File: config.mk
export PLATFORM = sky130hd
export DESIGN_NAME = dsr_status_regs
export DESIGN_NICKNAME = d
export VERILOG_FILES = /design/src/hdl/dsr_pkg.sv /design/src/hdl/dsr_sticky_flags.sv /design/src/hdl/dsr_status_regs.sv
export SDC_FILE = /design/constraint.sdc
export NUM_CORES = 1
export LEC_CHECK = 0
export ABC_AREA = 1
export BUFFER_PORTS_ARGS = -buffer_cell sky130_fd_sc_hd__clkbuf_2
export CORE_UTILIZATION = 42
export CTS_CLUSTER_DIAMETER = 80
export DETAILED_ROUTE_END_ITERATION = 16
export REMOVE_ABC_BUFFERS = 1
export SLEW_MARGIN = 0
export SYNTH_ARGS = -nofsm -noshare
export SYNTH_HDL_FRONTEND = slang
export SYNTH_SLANG_ARGS = --single-unit
File: constraint.sdc
create_clock -name clk_sys -period 1.5 [get_ports clk_sys]
set_clock_uncertainty 0.05 [all_clocks]
set_input_delay 0.3 -clock clk_sys [delete_from_list [all_inputs] [get_ports clk_sys]]
set_output_delay 0.3 -clock clk_sys [all_outputs]
set_load 0.02 [all_outputs]
File: src/hdl/dsr_pkg.sv
// constants and types shared by the diagnostic status register block
package dsr_pkg;

  // ****************************************************************
  // register offsets and reset values
  // ****************************************************************
  localparam logic [5:0] DSR_AFE_OFF = 6'h0D;
  localparam logic [5:0] DSR_SYS_OFF = 6'h0E;
  localparam logic [15:0] DSR_AFE_RST = 16'h8000;
  localparam logic [15:0] DSR_SYS_RST = 16'h0000;
  localparam logic [15:0] DSR_AFE_RSVD_MASK = 16'h60FC;
  localparam logic [15:0] DSR_SYS_RSVD_MASK = 16'h00C0;

  // ****************************************************************
  // field positions
  // ****************************************************************
  localparam int AFE_PWR_BIT = 15;
  localparam int AFE_SENS_BIT = 12;
  localparam int AFE_TEMP_BIT = 11;
  localparam int AFE_AXIS_LSB = 8;
  localparam int AFE_TRIM_BIT = 1;
  localparam int AFE_REG_BIT = 0;
  localparam int SYS_LVL_BIT = 15;
  localparam int SYS_IRQ_DRV_BIT = 14;
  localparam int SYS_SDO_BIT = 13;
  localparam int SYS_CRC_BIT = 12;
  localparam int SYS_FRAME_BIT = 11;
  localparam int SYS_OP_LSB = 8;
  localparam int SYS_OV_BIT = 5;
  localparam int SYS_UV_BIT = 4;
  localparam int SYS_TEMP_BIT = 3;
  localparam int SYS_AXIS_LSB = 0;

  // ****************************************************************
  // operating state codes and alert summary codes
  // ****************************************************************
  localparam logic [2:0] OP_CONFIG = 3'h0;
  localparam logic [2:0] OP_STANDBY = 3'h1;
  localparam logic [2:0] OP_CONT = 3'h2;
  localparam logic [2:0] OP_TRIG = 3'h3;
  localparam logic [2:0] OP_DC_ACTIVE = 3'h4;
  localparam logic [2:0] OP_DC_SLEEP = 3'h5;
  localparam logic [2:0] OP_SLEEP = 3'h6;
  localparam logic [1:0] SUM_NONE = 2'h0;
  localparam logic [1:0] SUM_AFE = 2'h1;
  localparam logic [1:0] SUM_SYS = 2'h2;
  localparam logic [1:0] SUM_BOTH = 2'h3;

  // ****************************************************************
  // timing
  // ****************************************************************
  localparam int CLK_PERIOD_PS = 4000;
  localparam int IRQ_SETTLE_NS = 20;
  localparam int IRQ_SETTLE_CYC = (IRQ_SETTLE_NS * 1000 + CLK_PERIOD_PS - 1) / CLK_PERIOD_PS;

  typedef enum logic [1:0] {DSR_CHK_IDLE, DSR_CHK_SETTLE, DSR_CHK_DONE} dsr_chk_t;

endpackage : dsr_pkg

File: src/hdl/dsr_sticky_flags.sv
// bank of sticky flags, set by events and cleared on read
module dsr_sticky_flags
  import dsr_pkg::*;
#(
  parameter int W = 16,
  parameter logic [W-1:0] RST_VAL = '0
) (
  input wire logic clk_sys,
  input wire logic rst,
  input wire logic [W-1:0] set_in,
  input wire logic [W-1:0] clr_in,
  output logic [W-1:0] flags_r
);

  // refuse a bank the flag logic cannot hold
  if (W < 1) begin : g_bad_width
    $error("flag bank needs at least one bit");
  end

  // a set in the clearing cycle wins, so no event is lost
  always_ff @(posedge clk_sys) begin
    if (rst) begin
      flags_r <= RST_VAL;
    end else begin
      flags_r <= (flags_r & ~clr_in) | set_in;
    end
  end
endmodule : dsr_sticky_flags

File: src/hdl/dsr_status_regs.sv
// front end diagnostic and system status registers with clear-on-read
// Behaviour
// - power-up flag set by reset, read clears
// - front end sensor fault latches bit 12
// - temperature sensor fault latches bit 11
// - axis sensor faults latch bits 10..8
// - trim data error latches bit 1
// - regulator fault latches bit 0
// - bit 15 shows interrupt pin level
// - interrupt pin not going low flags bit 14
// - serial out feedback mismatch flags bit 13
// - crc error latches bit 12
// - bad clock count latches bit 11
// - bits 10..8 report operating state
// - over-voltage in active/standby latches bit 5
// - under-voltage in active/standby latches bit 4
// - temperature limit crossing latches bit 3
// - axis limit crossings latch bits 2..0
// - alert summary: 1 front end, 2 system, 3 both
module dsr_status_regs
  import dsr_pkg::*;
#(
  parameter int SETTLE_CYC = IRQ_SETTLE_CYC
) (
  input wire logic clk_sys,
  input wire logic rst,
  input wire logic reg_rd_en,
  input wire logic [5:0] reg_addr,
  output logic [15:0] reg_rd_data,
  output logic reg_rd_valid,
  input wire logic front_end_sensor_fault,
  input wire logic temp_sensor_fault,
  input wire logic z_axis_sensor_fault,
  input wire logic y_axis_sensor_fault,
  input wire logic x_axis_sensor_fault,
  input wire logic trim_data_fault,
  input wire logic regulator_fault,
  input wire logic crc_error,
  input wire logic frame_error,
  input wire logic [2:0] op_state,
  input wire logic supply_over_voltage,
  input wire logic supply_under_voltage,
  input wire logic temp_limit_crossed,
  input wire logic z_limit_crossed,
  input wire logic y_limit_crossed,
  input wire logic x_limit_crossed,
  input wire logic irq_drive_req,
  input wire logic irq_pin_i,
  output logic irq_pin_o,
  output logic irq_pin_oe,
  input wire logic serial_out_drive_fault_en,
  input wire logic serial_out_drive_fault_val,
  input wire logic sdo_pin_fb,
  output logic [1:0] irq_cause_summary
);

  localparam int CNT_W = $clog2(SETTLE_CYC + 1);

  // refuse a settle count the check state machine cannot count
  if (SETTLE_CYC < 1) begin : g_bad_settle
    $error("settle count must be at least one cycle");
  end

  // ****************************************************************
  // pin synchronisers
  // ****************************************************************
  logic irq_fb_s1_r;
  logic irq_fb_s2_r;
  logic sdo_fb_s1_r;
  logic sdo_fb_s2_r;

  // feedback pins are asynchronous to clk_sys
  always_ff @(posedge clk_sys) begin
    if (rst) begin
      irq_fb_s1_r <= 1'b1;
      irq_fb_s2_r <= 1'b1;
      sdo_fb_s1_r <= 1'b0;
      sdo_fb_s2_r <= 1'b0;
    end else begin
      irq_fb_s1_r <= irq_pin_i;
      irq_fb_s2_r <= irq_fb_s1_r;
      sdo_fb_s1_r <= sdo_pin_fb;
      sdo_fb_s2_r <= sdo_fb_s1_r;
    end
  end

  // ****************************************************************
  // interrupt pin drive and low check
  // ****************************************************************
  logic irq_oe_r;
  logic irq_o_r;
  dsr_chk_t chk_r;
  logic [CNT_W-1:0] settle_cnt_r;
  logic irq_drv_fault_nxt;

  // open drain: only ever pulls low, oe follows the request
  always_ff @(posedge clk_sys) begin
    if (rst) begin
      irq_oe_r <= 1'b0;
      irq_o_r <= 1'b0;
    end else begin
      irq_oe_r <= irq_drive_req;
      irq_o_r <= 1'b0;
    end
  end

  // one check per drive, after the pin and synchroniser settle
  always_ff @(posedge clk_sys) begin
    if (rst) begin
      chk_r <= DSR_CHK_IDLE;
      settle_cnt_r <= '0;
    end else begin
      case (chk_r)
        DSR_CHK_IDLE: begin
          settle_cnt_r <= '0;
          if (irq_oe_r) chk_r <= DSR_CHK_SETTLE;
        end
        DSR_CHK_SETTLE: begin
          settle_cnt_r <= settle_cnt_r + CNT_W'(1);
          if (!irq_oe_r) chk_r <= DSR_CHK_IDLE;
          else if (settle_cnt_r == CNT_W'(SETTLE_CYC - 1)) chk_r <= DSR_CHK_DONE;
        end
        DSR_CHK_DONE: begin
          if (!irq_oe_r) chk_r <= DSR_CHK_IDLE;
        end
        default: chk_r <= DSR_CHK_IDLE;
      endcase
    end
  end

  // pin still high at the end of the settle window is a drive fault
  assign irq_drv_fault_nxt = (chk_r == DSR_CHK_SETTLE) && irq_oe_r &&
                             (settle_cnt_r == CNT_W'(SETTLE_CYC - 1)) && irq_fb_s2_r;

  // ****************************************************************
  // serial out drive check
  // ****************************************************************
  logic sdo_en_d1_r;
  logic sdo_en_d2_r;
  logic sdo_val_d1_r;
  logic sdo_val_d2_r;
  logic sdo_mismatch;

  // delay the driven value to line up with the synchronised feedback
  always_ff @(posedge clk_sys) begin
    if (rst) begin
      sdo_en_d1_r <= 1'b0;
      sdo_en_d2_r <= 1'b0;
      sdo_val_d1_r <= 1'b0;
      sdo_val_d2_r <= 1'b0;
    end else begin
      sdo_en_d1_r <= serial_out_drive_fault_en;
      sdo_en_d2_r <= sdo_en_d1_r;
      sdo_val_d1_r <= serial_out_drive_fault_val;
      sdo_val_d2_r <= sdo_val_d1_r;
    end
  end

  assign sdo_mismatch = sdo_en_d2_r && (sdo_val_d2_r != sdo_fb_s2_r);

  // ****************************************************************
  // flag banks
  // ****************************************************************
  logic supply_window;
  logic rd_afe;
  logic rd_sys;
  logic [15:0] afe_set;
  logic [15:0] sys_set;
  logic [15:0] afe_q;
  logic [15:0] sys_q;
  logic [15:0] afe_clr;
  logic [15:0] sys_clr;
  logic [15:0] sys_word;

  // supply monitors only count while active or in standby
  assign supply_window = (op_state == OP_STANDBY) || (op_state == OP_CONT) ||
                         (op_state == OP_TRIG) || (op_state == OP_DC_ACTIVE);
  assign rd_afe = reg_rd_en && (reg_addr == DSR_AFE_OFF);
  assign rd_sys = reg_rd_en && (reg_addr == DSR_SYS_OFF);

  // event to bit mapping; reserved and live bits never set
  always_comb begin
    afe_set = '0;
    afe_set[AFE_SENS_BIT] = front_end_sensor_fault;
    afe_set[AFE_TEMP_BIT] = temp_sensor_fault;
    afe_set[AFE_AXIS_LSB + 2] = z_axis_sensor_fault;
    afe_set[AFE_AXIS_LSB + 1] = y_axis_sensor_fault;
    afe_set[AFE_AXIS_LSB] = x_axis_sensor_fault;
    afe_set[AFE_TRIM_BIT] = trim_data_fault;
    afe_set[AFE_REG_BIT] = regulator_fault;
    sys_set = '0;
    sys_set[SYS_IRQ_DRV_BIT] = irq_drv_fault_nxt;
    sys_set[SYS_SDO_BIT] = sdo_mismatch;
    sys_set[SYS_CRC_BIT] = crc_error;
    sys_set[SYS_FRAME_BIT] = frame_error;
    sys_set[SYS_OV_BIT] = supply_over_voltage && supply_window;
    sys_set[SYS_UV_BIT] = supply_under_voltage && supply_window;
    sys_set[SYS_TEMP_BIT] = temp_limit_crossed;
    sys_set[SYS_AXIS_LSB + 2] = z_limit_crossed;
    sys_set[SYS_AXIS_LSB + 1] = y_limit_crossed;
    sys_set[SYS_AXIS_LSB] = x_limit_crossed;
  end

  // clear mask is exactly the sticky bits the read returns; live level and state bits are not in it
  assign afe_clr = rd_afe ? afe_q : '0;
  assign sys_clr = rd_sys ? sys_q : '0;

  // power-up flag enters through the reset value only
  dsr_sticky_flags #(
    .W(16),
    .RST_VAL(DSR_AFE_RST)
  ) u_afe_flags (
    .clk_sys(clk_sys),
    .rst(rst),
    .set_in(afe_set),
    .clr_in(afe_clr),
    .flags_r(afe_q)
  );

  dsr_sticky_flags #(
    .W(16),
    .RST_VAL(DSR_SYS_RST)
  ) u_sys_flags (
    .clk_sys(clk_sys),
    .rst(rst),
    .set_in(sys_set),
    .clr_in(sys_clr),
    .flags_r(sys_q)
  );

  // live fields merged over the sticky ones; reserved stay zero
  always_comb begin
    sys_word = sys_q & ~DSR_SYS_RSVD_MASK;
    sys_word[SYS_LVL_BIT] = irq_fb_s2_r;
    sys_word[SYS_OP_LSB +: 3] = op_state;
  end

  // ****************************************************************
  // read port and summary
  // ****************************************************************
  logic [15:0] rd_data_r;
  logic rd_valid_r;
  logic [1:0] summary_r;

  // one cycle read latency; unmapped offsets read zero
  always_ff @(posedge clk_sys) begin
    if (rst) begin
      rd_data_r <= '0;
      rd_valid_r <= 1'b0;
    end else begin
      rd_valid_r <= reg_rd_en;
      if (rd_afe) rd_data_r <= afe_q & ~DSR_AFE_RSVD_MASK;
      else if (rd_sys) rd_data_r <= sys_word;
      else if (reg_rd_en) rd_data_r <= '0;
    end
  end

  // summary looks at sticky flags only, not live level or state
  always_ff @(posedge clk_sys) begin
    if (rst) begin
      summary_r <= SUM_NONE;
    end else begin
      summary_r <= {(sys_q != '0), (afe_q != '0)};
    end
  end

  assign reg_rd_data = rd_data_r;
  assign reg_rd_valid = rd_valid_r;
  assign irq_pin_o = irq_o_r;
  assign irq_pin_oe = irq_oe_r;
  assign irq_cause_summary = summary_r;
endmodule : dsr_status_regs

Word level (Yosys, flattened, before mapping)
Index checks and enable logic that the tools add are counted.

cells by class
  $add $sub $neg = 1
  eq/ne operators = 13
  muxes and demuxes = 11
  bitwise gates (word level) = 6
  reduce and logical (&&, ||, !) cells = 19

operators with widths
  operator             count
  $mux 16              5
  $and 16x16->16       2
  $not 16->16          2
  $reduce_bool 16->1   2
  $or 16x13->16        1
  $or 16x15->16        1
  $eq 6x4->1 const B   2
  $logic_and 1x1->1    8
  $mux 2               4
  $eq 3x2->1 const B   2
  $eq 3x3->1 const B   2
  $pmux 2 s3           1
  $pmux 3 s2           1
  $ne 2x2->1 const B   2
  $reduce_bool 2->1    2
  $add 3x1->3 const B  1
  $eq 3x1->1 const B   1
  $logic_or 1x1->1     3
  $ne 3x3->1 const B   1
  $reduce_and 3->1     1
  $reduce_bool 3->1    1
  $eq 2x1->1 const B   1
  $eq 2x2->1 const B   1
  $logic_not 2->1      1
  2 further kinds      2

word-level totals
  register bits after elaboration = 63
  bits of input ports = 32
  output and inout bits = 21
  word-level logic and storage cells = 67

Logic depth before layout (Yosys ltp)
Gate-level depths: netlist of run 1.

  word-level depth = 6
  gate-level depth with buffers = 8
  depth with buffers taken out = 7

Cells and area by module
From an unflattened synthesis of run 1, not the netlist that was laid out.

second synthesis, totals
  cells, all modules = 411
  area total of the unflattened synthesis = 2947.8 um^2

modules (own cells, without submodules)
  module                           times used  cells an instance  area an instance (um^2)  seq. area each (um^2)
  dsr_status_regs                  1           248                1637.8                   620.6
  dsr_sticky_flags at u_sys_flags  1           82                 656.9                    320.3
  dsr_sticky_flags at u_afe_flags  1           81                 653.1                    320.3

Least setup slack after synthesis of run 1
No wires, ideal clock.

  path kind = in2reg
  start point = input reg_addr[4]
  end point = register u_sys_flags.flags_r[11]
  library setup time = 0.128 ns
  arrival time = 0.964 ns
  required time = 1.322 ns
  setup slack = 0.358 ns
  stages on the path = 7
  path buffers = 1
  path through = inv_1 -> nand2_1 -> nor2_4 -> nand2_4 -> buf_2 -> a21oi_1 -> nor2_1

between the ends
  longest elaborated chain between the ends = 6

ends and longest elaborated chain
  what                  RTL line                source
  from (decl)           dsr_status_regs.sv:28   input wire logic [5:0] reg_addr,
  $eq 6x4->1            dsr_status_regs.sv:179  assign rd_sys = reg_rd_en && (reg_addr == DSR_SYS_OFF);
  $logic_and 1x1->1     dsr_status_regs.sv:179
  $mux 16               dsr_status_regs.sv:206  assign sys_clr = rd_sys ? sys_q : '0;
  $not 16->16           dsr_sticky_flags.sv:25  flags_r <= (flags_r & ~clr_in) | set_in;
  $and 16x16->16        dsr_sticky_flags.sv:25
  $or 16x15->16         dsr_sticky_flags.sv:25
  to (signal assigned)  dsr_sticky_flags.sv:25
  to (decl)             dsr_sticky_flags.sv:12  output logic [W-1:0] flags_r

No other way between the ends.
A chain may end at the register's enable or synchronous reset.

Worst setup path in the final report of run 1
  start point = register rd_data_r[14], in the netlist reg_rd_data[14]
  end point = output reg_rd_data[14]

RTL lines
  what                    RTL line                source
  from (decl)             dsr_status_regs.sv:241  logic [15:0] rd_data_r;
  from (signal assigned)  dsr_status_regs.sv:252  if (rd_afe) rd_data_r <= afe_q & ~DSR_AFE_RSVD_MASK;
  from (signal assigned)  dsr_status_regs.sv:253  else if (rd_sys) rd_data_r <= sys_word;
  to (decl)               dsr_status_regs.sv:29   output logic [15:0] reg_rd_data,

No word-level cell between the ends.

==> results_dict.tcl, run 1 <==
set metrics [dict create \
    rrSetupSlack_ns 0.33 \
    crit_buf_inv 1 \
    async_reset_ff_share_pct 0 \
    p_int_mw 2.85 \
    cap_violations 0 \
    synth_edf_count 0 \
    vdd_drop_max_mv 0.838 \
    drive_above_1_share_pct 24.9 \
    hold_path_class "in -> reg" \
    fin_nets 390 \
    path_cells "clkbuf_2" \
    yosysTopAreaCellShare_pct 53.1 \
    whs_ns 0.0986 \
    die-area_um2 5970 \
    antenna_found_initial 0 \
    p_sw_share_pct 21.2 \
    yosysTopAreaCell "dfxtp_1" \
    synth_most_common_cell "dfxtp_1" \
    htree_levels 3 \
    syn_inst 299 \
    worst_path_max_delay_cell "dfxtp_1" \
    syn2layout_area_growth_pct 23.6 \
    ctsHoldBuffers 0 \
    grt_max_degree 22 \
    clkPwrFrac_pct 44.7 \
    ctsResizeCount 0 \
    postCtsSetupBuffers 0 \
    dpl_cell_area_um2 2720 \
    cts_tree "built" \
    vias_per_cell 4.53 \
    powerDensity_nw_per_um2 1230 \
    ant_nets 0 \
    ios 53 \
    die_w_um 77.2 \
    dr.pass1.iters 4 \
    ys_top_cells_by_count "dfxtp_1, nand2_1, inv_1" \
    synth-seq-cells 63 \
    worst_ep_arrival_time_ns 0.88 \
    multi_input_area_um2 865 \
    pwr-share-seq_pct 48.7 \
    fill_cells 557 \
    grt_pass1_vias 1761 \
    numCtsBuffers 9 \
    synthTopCellsByArea "dfxtp_1, nand2_1, inv_1, nand3_1, nor2_1" \
    path_clk_slew_ns 0.06 \
    synth.distinct_cells 28 \
    core-area_um2 5470 \
    yosysWarnings 0 \
    yosys_most_used_dff "dfxtp_1" \
    row_count 27 \
    grt_pass1_wl_mm 7.77 \
    startpoint_type "flop" \
    drtIter0Drc 87 \
    min_period_ns 1.23 \
    setup_tns_ns 0 \
    final_core_util_pct 53.7 \
    vias 1960 \
    io_buffers 49 \
    dp.final_hpwl_mm 3.35 \
    p_comb_share_pct 6.6 \
    die_h_um 77.2 \
    critical-path-top-delay-family "flip-flops" \
    start_util_pct 43.4 \
    timing.fmax_ghz 0.816 \
    yosysSeqAreaShare_pct 53.1 \
    seq_area_um2 1260 \
    netlist_area_um2 2380 \
    cts_buffer_depth 2 \
    clock-root-buffer "clkbuf_8" \
    drc 0 \
    synth_area_per_cell_um2 7.95 \
    cts.sinks 63 \
    path_class "reg -> out" \
    wl_mm 4.59 \
    grt-ovfl-total 0 \
    diodes 0 \
    crit_required_ns 1.15 \
    switchingPower_mw 0.767 \
    max_stage_delay_ns 0.36 \
    outcome "complete, no violations" \
    grtUsageTotal_pct 16.9 \
    clock_latency_ns 0.33 \
    wl_per_cell_um 10.6 \
    setup.worst_path.end_class "primary output" \
    crit_fanout 2 \
    hold_viol_final 0 \
    place_congestion 0.730 \
    period_share_pct 81.7 \
    power.leakage_nw 1.41 \
    setup_viol 0 \
    finalInstanceArea_um2 2940 \
    slew_violations 0 \
    rsz0062_at_grt "no" \
]
==> cell usage in the layout (no fill, tap or decap), drive strengths merged <==
cell    instances
or2             3
nor3            8
ha              2
xnor2           1
buf             9
nand3          29
dfxtp          63
clkbuf         62
a31oi           1
inv            45
o21ai           9
clkinv          2
conb            3
nor2           39
bufinv          2
nand2          58
a21oi          20
xor2            1
nand4           4
==> power groups by stage <==
stage               clock network (mW)  logic, mW  registers [mW]
finish                            1.62      0.238            1.76
global route                      1.75      0.268            1.77
detailed placement                   0      0.240            1.80
CTS                               1.66      0.240            1.76
floorplan                            0      0.121            1.80
global placement                     0      0.237            1.80
==> flip-flops by register name, summed over array words and instances (netlist names), 2 cells and up <==
register	count
u_afe_flags.flags_r	16
settle_cnt_r	3
irq_cause_summary	2
u_sys_flags.flags_r	16
chk_r	2
reg_rd_data	14
==> final cells by class <==
cell class	count	share of cell area [%]
clock buffer	13	5.41
sequential	63	42.9
multi-input combinational	178	29.4
clock inverter	3	2.21
tap	72	3.07
timing repair buffer	58	11.1
inverter	46	5.92
==> stage by stage <==
stage | power, mW | std cells | setup WS (ns)
after floorplan | 1.92 | 287 | -0.0218
after global placement | 2.04 | 417 | 0.167
after detailed placement | 2.04 | 417 | 0.142
after CTS | 3.67 | 433 | 0.254
after global routing | 3.78 | 433 | 0.202
final | 3.62 | 433 | 0.274
==> kinds of logic after synthesis <==
group / share of synthesized area (%)
AOI/OAI and AO/OA: 7.00
and+or+nand+nor: 27.1
adders and majority gates: 1.05
DFF: 53.1
other: 0.158
xor gates and xnor gates: 0.737
buffers and inverters: 10.9
==> worst paths after layout <==
path,depth (start not counted),start,end
hold / removal,2,irq_pin_i,irq_fb_s1_r$_SDFF_PP1_
setup reg to reg,6,settle_cnt_r[0]$_SDFFE_PP0P_,u_sys_flags.flags_r[14]$_SDFF_PP0_
setup / recovery,1,reg_rd_data[14]$_SDFFE_PP0P_,reg_rd_data[14]
hold reg to reg,2,sdo_val_d1_r$_SDFF_PP0_,sdo_val_d2_r$_SDFF_PP0_
==> per-layer routing <==
layer / global-route usage, % / wire length [um] / up-vias
li1: - / - / 1037
met1: 20.9 / 2210 / 868
met2: 25.0 / 2020 / 41
met3: 5.71 / 198 / 14
met4: 10.9 / 163 / 0
met5: 0 / 0 / -
No activity file was read; power rests on OpenSTA's default activity.
==> run 2: changes to the inputs <==
--- a/config.mk
+++ b/config.mk
@@ -5,7 +5,7 @@
 export SDC_FILE = /design/constraint.sdc
 export NUM_CORES = 1
 export LEC_CHECK = 0
-export ABC_AREA = 1
+export ABC_AREA = 0
 export BUFFER_PORTS_ARGS = -buffer_cell sky130_fd_sc_hd__clkbuf_2
 export CORE_UTILIZATION = 42
 export CTS_CLUSTER_DIAMETER = 80
==> constraint.sdc (replaced) <==
create_clock -name clk_sys -period 1.15 [get_ports clk_sys]
set_clock_uncertainty 0.05 [all_clocks]
set_input_delay 0.23 -clock clk_sys [delete_from_list [all_inputs] [get_ports clk_sys]]
set_output_delay 0.23 -clock clk_sys [all_outputs]
set_load 0.02 [all_outputs]
==> results_dict.tcl, run 2 <==
set metrics [dict create \
    outcome "complete, no violations" \
    worst_ep_arrival_time_ns 1.29 \
    synth_edf_count 0 \
    drtIter0Drc 88 \
    met2WireLength_mm 2.12 \
    synth-seq-cells 63 \
    final_cell_mix "dfxtp_1, clkbuf_2, inv_1" \
    setup_viol 0 \
    setup.worst_path.end_class "flop" \
    drt-met1-wl_mm 2.29 \
    postCtsSetupBuffers 0 \
    vdd_drop_max_mv 0.822 \
    setup_tns_ns 0 \
    crit_required_ns 1.32 \
    timing.fmax_ghz 0.894 \
    yosysSeqAreaShare_pct 54.2 \
    die_w_um 76.5 \
    dr.pass1.iters 4 \
    drive_above_1_share_pct 29.3 \
    min_period_ns 1.12 \
    multi_input_area_um2 913 \
    synth_area_per_cell_um2 9.78 \
    yosysTopAreaCellShare_pct 54.2 \
    cts_tree "built" \
    vias_per_cell 4.84 \
    grt_max_degree 20 \
    hold_path_class "in -> reg" \
    slew_headroom_pct 59.8 \
    slew_violations 0 \
    synth_most_common_cell "dfxtp_1" \
    top_layer "met4" \
    path_class "reg -> reg" \
    hold_viol_final 0 \
    layout_commonest_cell "dfxtp_1" \
    syn_inst 238 \
    final_cell_count_no_fill 374 \
    powerDensity_nw_per_um2 1570 \
    cts.sinks 63 \
    dp.final_hpwl_mm 3.48 \
    synth.distinct_cells 37 \
    cts_buffer_depth 2 \
    yosysTopAreaCell "dfxtp_1" \
    place_congestion 0.750 \
    ios 53 \
    wl_mm 4.70 \
    yosys_most_used_dff "dfxtp_1" \
    die_h_um 76.5 \
    clock_latency_ns 0.33 \
    synthTopCellsByArea "dfxtp_1, nand2b_1, inv_1, and2_1, o32ai_1" \
    htree_levels 3 \
    placed_cells 359 \
    pre_cts_ws_ns -0.213 \
    path_clk_slew_ns 0.07 \
    rrSetupSlack_ns 0.03 \
    start_util_pct 44.5 \
    numCtsBuffers 9 \
    ctsHoldBuffers 0 \
    grt-ovfl-total 0 \
    syn2layout_area_growth_pct 27.9 \
    async_reset_ff_share_pct 0 \
    grt_pass1_vias 1655 \
    worstMarginPinSlew_ns 0.601 \
    power.leakage_nw 1.27 \
    period_share_pct 97.2 \
    die-area_um2 5850 \
    ys_top_cells_by_count "dfxtp_1, inv_1, nand2b_1" \
    clock-root-buffer "clkbuf_8" \
    netlist_area_um2 2330 \
    cap_violations 0 \
    io_buffers 49 \
    drc 0 \
    startpoint_type "flop" \
    fin_ws_ns 0.0320 \
    wl_per_cell_um 12.6 \
    fin_nets 334 \
    core-area_um2 5240 \
    row_count 26 \
    grt_pass1_wl_mm 7.65 \
    grtUsageTotal_pct 17.1 \
    ant_nets 0 \
    antenna_found_initial 0 \
    vias 1811 \
    diodes 0 \
    crit_fanout 3 \
    met3WireLength_um 226 \
    seq_area_um2 1260 \
    fill_cells 478 \
    yosysWarnings 0 \
]
## run 2: cell types whose count changed after synthesis, sizes merged, moves of 13 or more
cell	previous run	this run
nand2	58	5
nor2	39	2
nand3	29	3
inv	45	27
nand2b	0	18
and2	0	16
o22ai	0	13
## run 2: final timing paths
path,start,endpoint,depth (start not counted)
worst max-delay path,settle_cnt_r[0]$_SDFFE_PP0P_,u_sys_flags.flags_r[14]$_SDFF_PP0_,4
worst min-delay path,irq_pin_i,irq_fb_s1_r$_SDFF_PP1_,2
worst max register to register,settle_cnt_r[0]$_SDFFE_PP0P_,u_sys_flags.flags_r[14]$_SDFF_PP0_,4
worst min register to register,irq_fb_s1_r$_SDFF_PP1_,irq_fb_s2_r$_SDFF_PP1_,1
## run 2: timing repair
item | 4_1_cts | 5_1_grt
pin swaps | 1 | 2
gates resized for setup | 4 | 12
setup endpoints to repair | 3 | 9
## run 2: layer usage
| layer | vias to the layer above | track usage, % |
|---|---|---|
| met5 | - | 0 |
| met4 | 0 | 8.65 |
| met3 | 6 | 5.51 |
| met2 | 45 | 25.4 |
| met1 | 813 | 22.2 |
| li1 | 947 | - |
## run 2: cell type report
class                           count  share of cell area (%)
Multi-Input combinational cell    133                    30.7
Tap cell                           70                    2.94
Clock buffer                       13                    6.01
Sequential cell                    63                    42.5
Inverter                           27                    3.40
Clock inverter                      2                    1.26
Timing Repair Buffer               66                    13.3
## run 2: cell families (layout without fill, tap and decap cells)
kind of cell / count (synthesis) / after routing / synth area share [%]
buf+inv: 44 / 108 / 7.68
flops: 63 / 63 / 54.2
fa+ha+maj: 2 / 2 / 1.07
xor+xnor: 1 / 1 / 0.376
mux: 1 / 1 / 0.430
other cells: 1 / 3 / 0.161
compound gates: 49 / 49 / 15.1
simple gates: 77 / 77 / 21.0
## run 2: through the flow
stage                     util [%]  power, mW  instance area (um^2)  hold WS, ns
after floorplan                  -       2.50                  2260        0.249
after global placement        52.2       2.69                  2730        0.339
after detailed placement      52.2       2.69                  2730        0.345
after CTS                     56.4       4.73                  2950      0.00250
after global routing          56.9       4.87                  2980       0.0416
final                         56.9       4.67                  2980       0.0230
## run 2: worst max-delay path: stages (launching register included)
cell and delay, ns:
dfxtp_2 0.33, inv_1 0.04, ha_1 0.18, and3_4 0.18, a32o_1 0.23
## run 2: power breakdown
| group | total (mW) | leakage (nW) | internal [mW] | switching, mW |
|---|---|---|---|---|
| combinational | 0.333 | 0.648 | 0.165 | 0.168 |
| sequential | 2.31 | 0.518 | 2.26 | 0.0535 |
| clock | 2.03 | 0.108 | 1.23 | 0.801 |
==> run 3: changes to the inputs <==
--- a/config.mk
+++ b/config.mk
@@ -10,6 +10,7 @@
 export CORE_UTILIZATION = 42
 export CTS_CLUSTER_DIAMETER = 80
 export DETAILED_ROUTE_END_ITERATION = 16
+export PLACE_DENSITY_LB_ADDON = 0.2
 export REMOVE_ABC_BUFFERS = 1
 export SLEW_MARGIN = 0
 export SYNTH_ARGS = -nofsm -noshare
==> results_dict.tcl, run 3 (same netlist as run 2, synthesis figures left out) <==
set metrics [dict create \
    fin_ws_ns 0.0269 \
    crit_fanout 3 \
    grt_max_degree 21 \
    die-area_um2 5850 \
    vdd_drop_max_mv 0.839 \
    place_congestion 0.760 \
    slew_violations 0 \
    drive_above_1_share_pct 27.8 \
    holdPathEnd "irq_fb_s1_r$_SDFF_PP1_" \
    hold_viol_final 0 \
    final_cell_mix "dfxtp_1, clkbuf_2, inv_1" \
    whs_path_depth 2 \
    p_comb_share_pct 7.7 \
    path_class "reg -> reg" \
    clock-root-buffer "clkbuf_8" \
    setup_tns_ns 0 \
    crit_required_ns 1.32 \
    final_cell_count_no_fill 372 \
    numCtsBuffers 9 \
    pre_cts_ws_ns -0.254 \
    power.leakage_nw 1.24 \
    drtIter0Drc 84 \
    grt_pass1_wl_mm 7.79 \
    grt-ovfl-total 0 \
    die_w_um 76.5 \
    slew_headroom_pct 60.8 \
    setup.worst_path.end_class "flop" \
    worstMarginPinSlew_ns 0.587 \
    ios 53 \
    wl_per_cell_um 13.1 \
    die_h_um 76.5 \
    final_core_util_pct 55.3 \
    cts.sinks 63 \
    period_share_pct 97.7 \
    reg2reg_to "settle_cnt_r[2]$_SDFFE_PP0P_" \
    grt_pass1_vias 1634 \
    worstHoldStart "irq_pin_i" \
    hold_path_class "in -> reg" \
    start_util_pct 44.5 \
    cts_buffer_depth 2 \
    path_clk_slew_ns 0.06 \
    diodes 0 \
    vias 1804 \
    ant_nets 0 \
    whs_ns 0.0292 \
    powerDensity_nw_per_um2 1450 \
    switchingPower_mw 0.966 \
    worst_ep_arrival_time_ns 1.29 \
    antenna_found_initial 0 \
    outcome "complete, no violations" \
    cap_violations 0 \
    p_sw_share_pct 22.9 \
    drc 0 \
    grtUsageTotal_pct 17.9 \
    rrSetupSlack_ns 0.03 \
    syn2layout_area_growth_pct 24.4 \
    placed_cells 357 \
    fin_nets 332 \
    dp.final_hpwl_mm 3.55 \
    vias_per_cell 4.85 \
    startpoint_type "flop" \
    timing.fmax_ghz 0.890 \
    wl_mm 4.88 \
    row_count 26 \
    clkPwrFrac_pct 37.3 \
    htree_levels 3 \
    reg2reg_depth 5 \
    cts_tree "built" \
    core-area_um2 5240 \
    setup_viol 0 \
    layout_commonest_cell "dfxtp_1" \
    dr.pass1.iters 4 \
    min_period_ns 1.12 \
    p_int_mw 3.25 \
    clock_latency_ns 0.33 \
    reg2reg_from "settle_cnt_r[0]$_SDFFE_PP0P_" \
    io_buffers 49 \
    pwr-share-seq_pct 54.9 \
]
-- run 3: changes by cell type in the layout (fill, tap and decap cells not counted), sizes merged --
| cell | before | now |
|---|---|---|
| bufinv | 1 | 0 |
| clkinv | 0 | 1 |
| buf | 23 | 25 |
| clkbuf | 56 | 53 |
| clkinvlp | 1 | 0 |
-- run 3: per-stage QoR --
stage	power, mW	area, um^2
finish	4.21	2900
global route	4.41	2900
CTS	4.27	2870
detailed placement	2.69	2700
global placement	2.69	2700
floorplan	2.50	2260
-- run 3: power by group through the flow --
| stage | combinational [mW] | clock, mW | sequential (mW) |
|---|---|---|---|
| floorplan | 0.148 | 0 | 2.35 |
| global placement | 0.325 | 0 | 2.36 |
| detailed placement | 0.328 | 0 | 2.36 |
| CTS | 0.330 | 1.63 | 2.31 |
| global route | 0.364 | 1.73 | 2.32 |
| finish | 0.326 | 1.57 | 2.31 |
-- run 3: how the worst max path moves through the flow --
stage                                             from                                  to  slack [ns]  cells past startpoint
final                     settle_cnt_r[0]$_SDFFE_PP0P_        settle_cnt_r[2]$_SDFFE_PP0P_        0.03                      5
after global routing      settle_cnt_r[0]$_SDFFE_PP0P_        settle_cnt_r[2]$_SDFFE_PP0P_       -0.01                      5
after CTS                 reg_rd_data[10]$_SDFFE_PP0P_                     reg_rd_data[10]       0.006                      1
after detailed placement                     reg_rd_en  u_sys_flags.flags_r[11]$_SDFF_PP0_       -0.25                      4
after global placement                       reg_rd_en   u_sys_flags.flags_r[3]$_SDFF_PP0_       -0.27                      4
after floorplan           settle_cnt_r[0]$_SDFFE_PP0P_  u_sys_flags.flags_r[14]$_SDFF_PP0_        0.01                      4
-- run 3: area by class of cell --
class                      instances  area [um^2]
fill                             494         2340
sequential                        63         1260
multi-input combinational        133          908
timing repair buffer              64          378
clock buffer                      14          153
inverter                          27          101
tap                               70         87.6
clock inverter                     1         5.00
-- run 3: metal layers --
layer,up-vias,track usage (%),share of wire (%),routed length (um)
li1,930,-,-,-
met1,828,21.7,47,2310
met2,41,27.8,47,2320
met3,5,6.47,3.9,191
met4,0,8.65,1.2,57
met5,-,0,0,0
-- run 3: critical path, stage by stage (launching register included) --
cell     delay [ns]
dfxtp_2        0.32
buf_4          0.13
ha_2           0.17
nor3b_2        0.15
o21ai_1        0.13
a21oi_1        0.07
-- run 3: timing repair --
item	in CTS	in global routing
buffers inserted	0	0
hold buffers	0	0
gates resized for setup	1	23
pin swaps	0	2
setup endpoints to repair	1	12
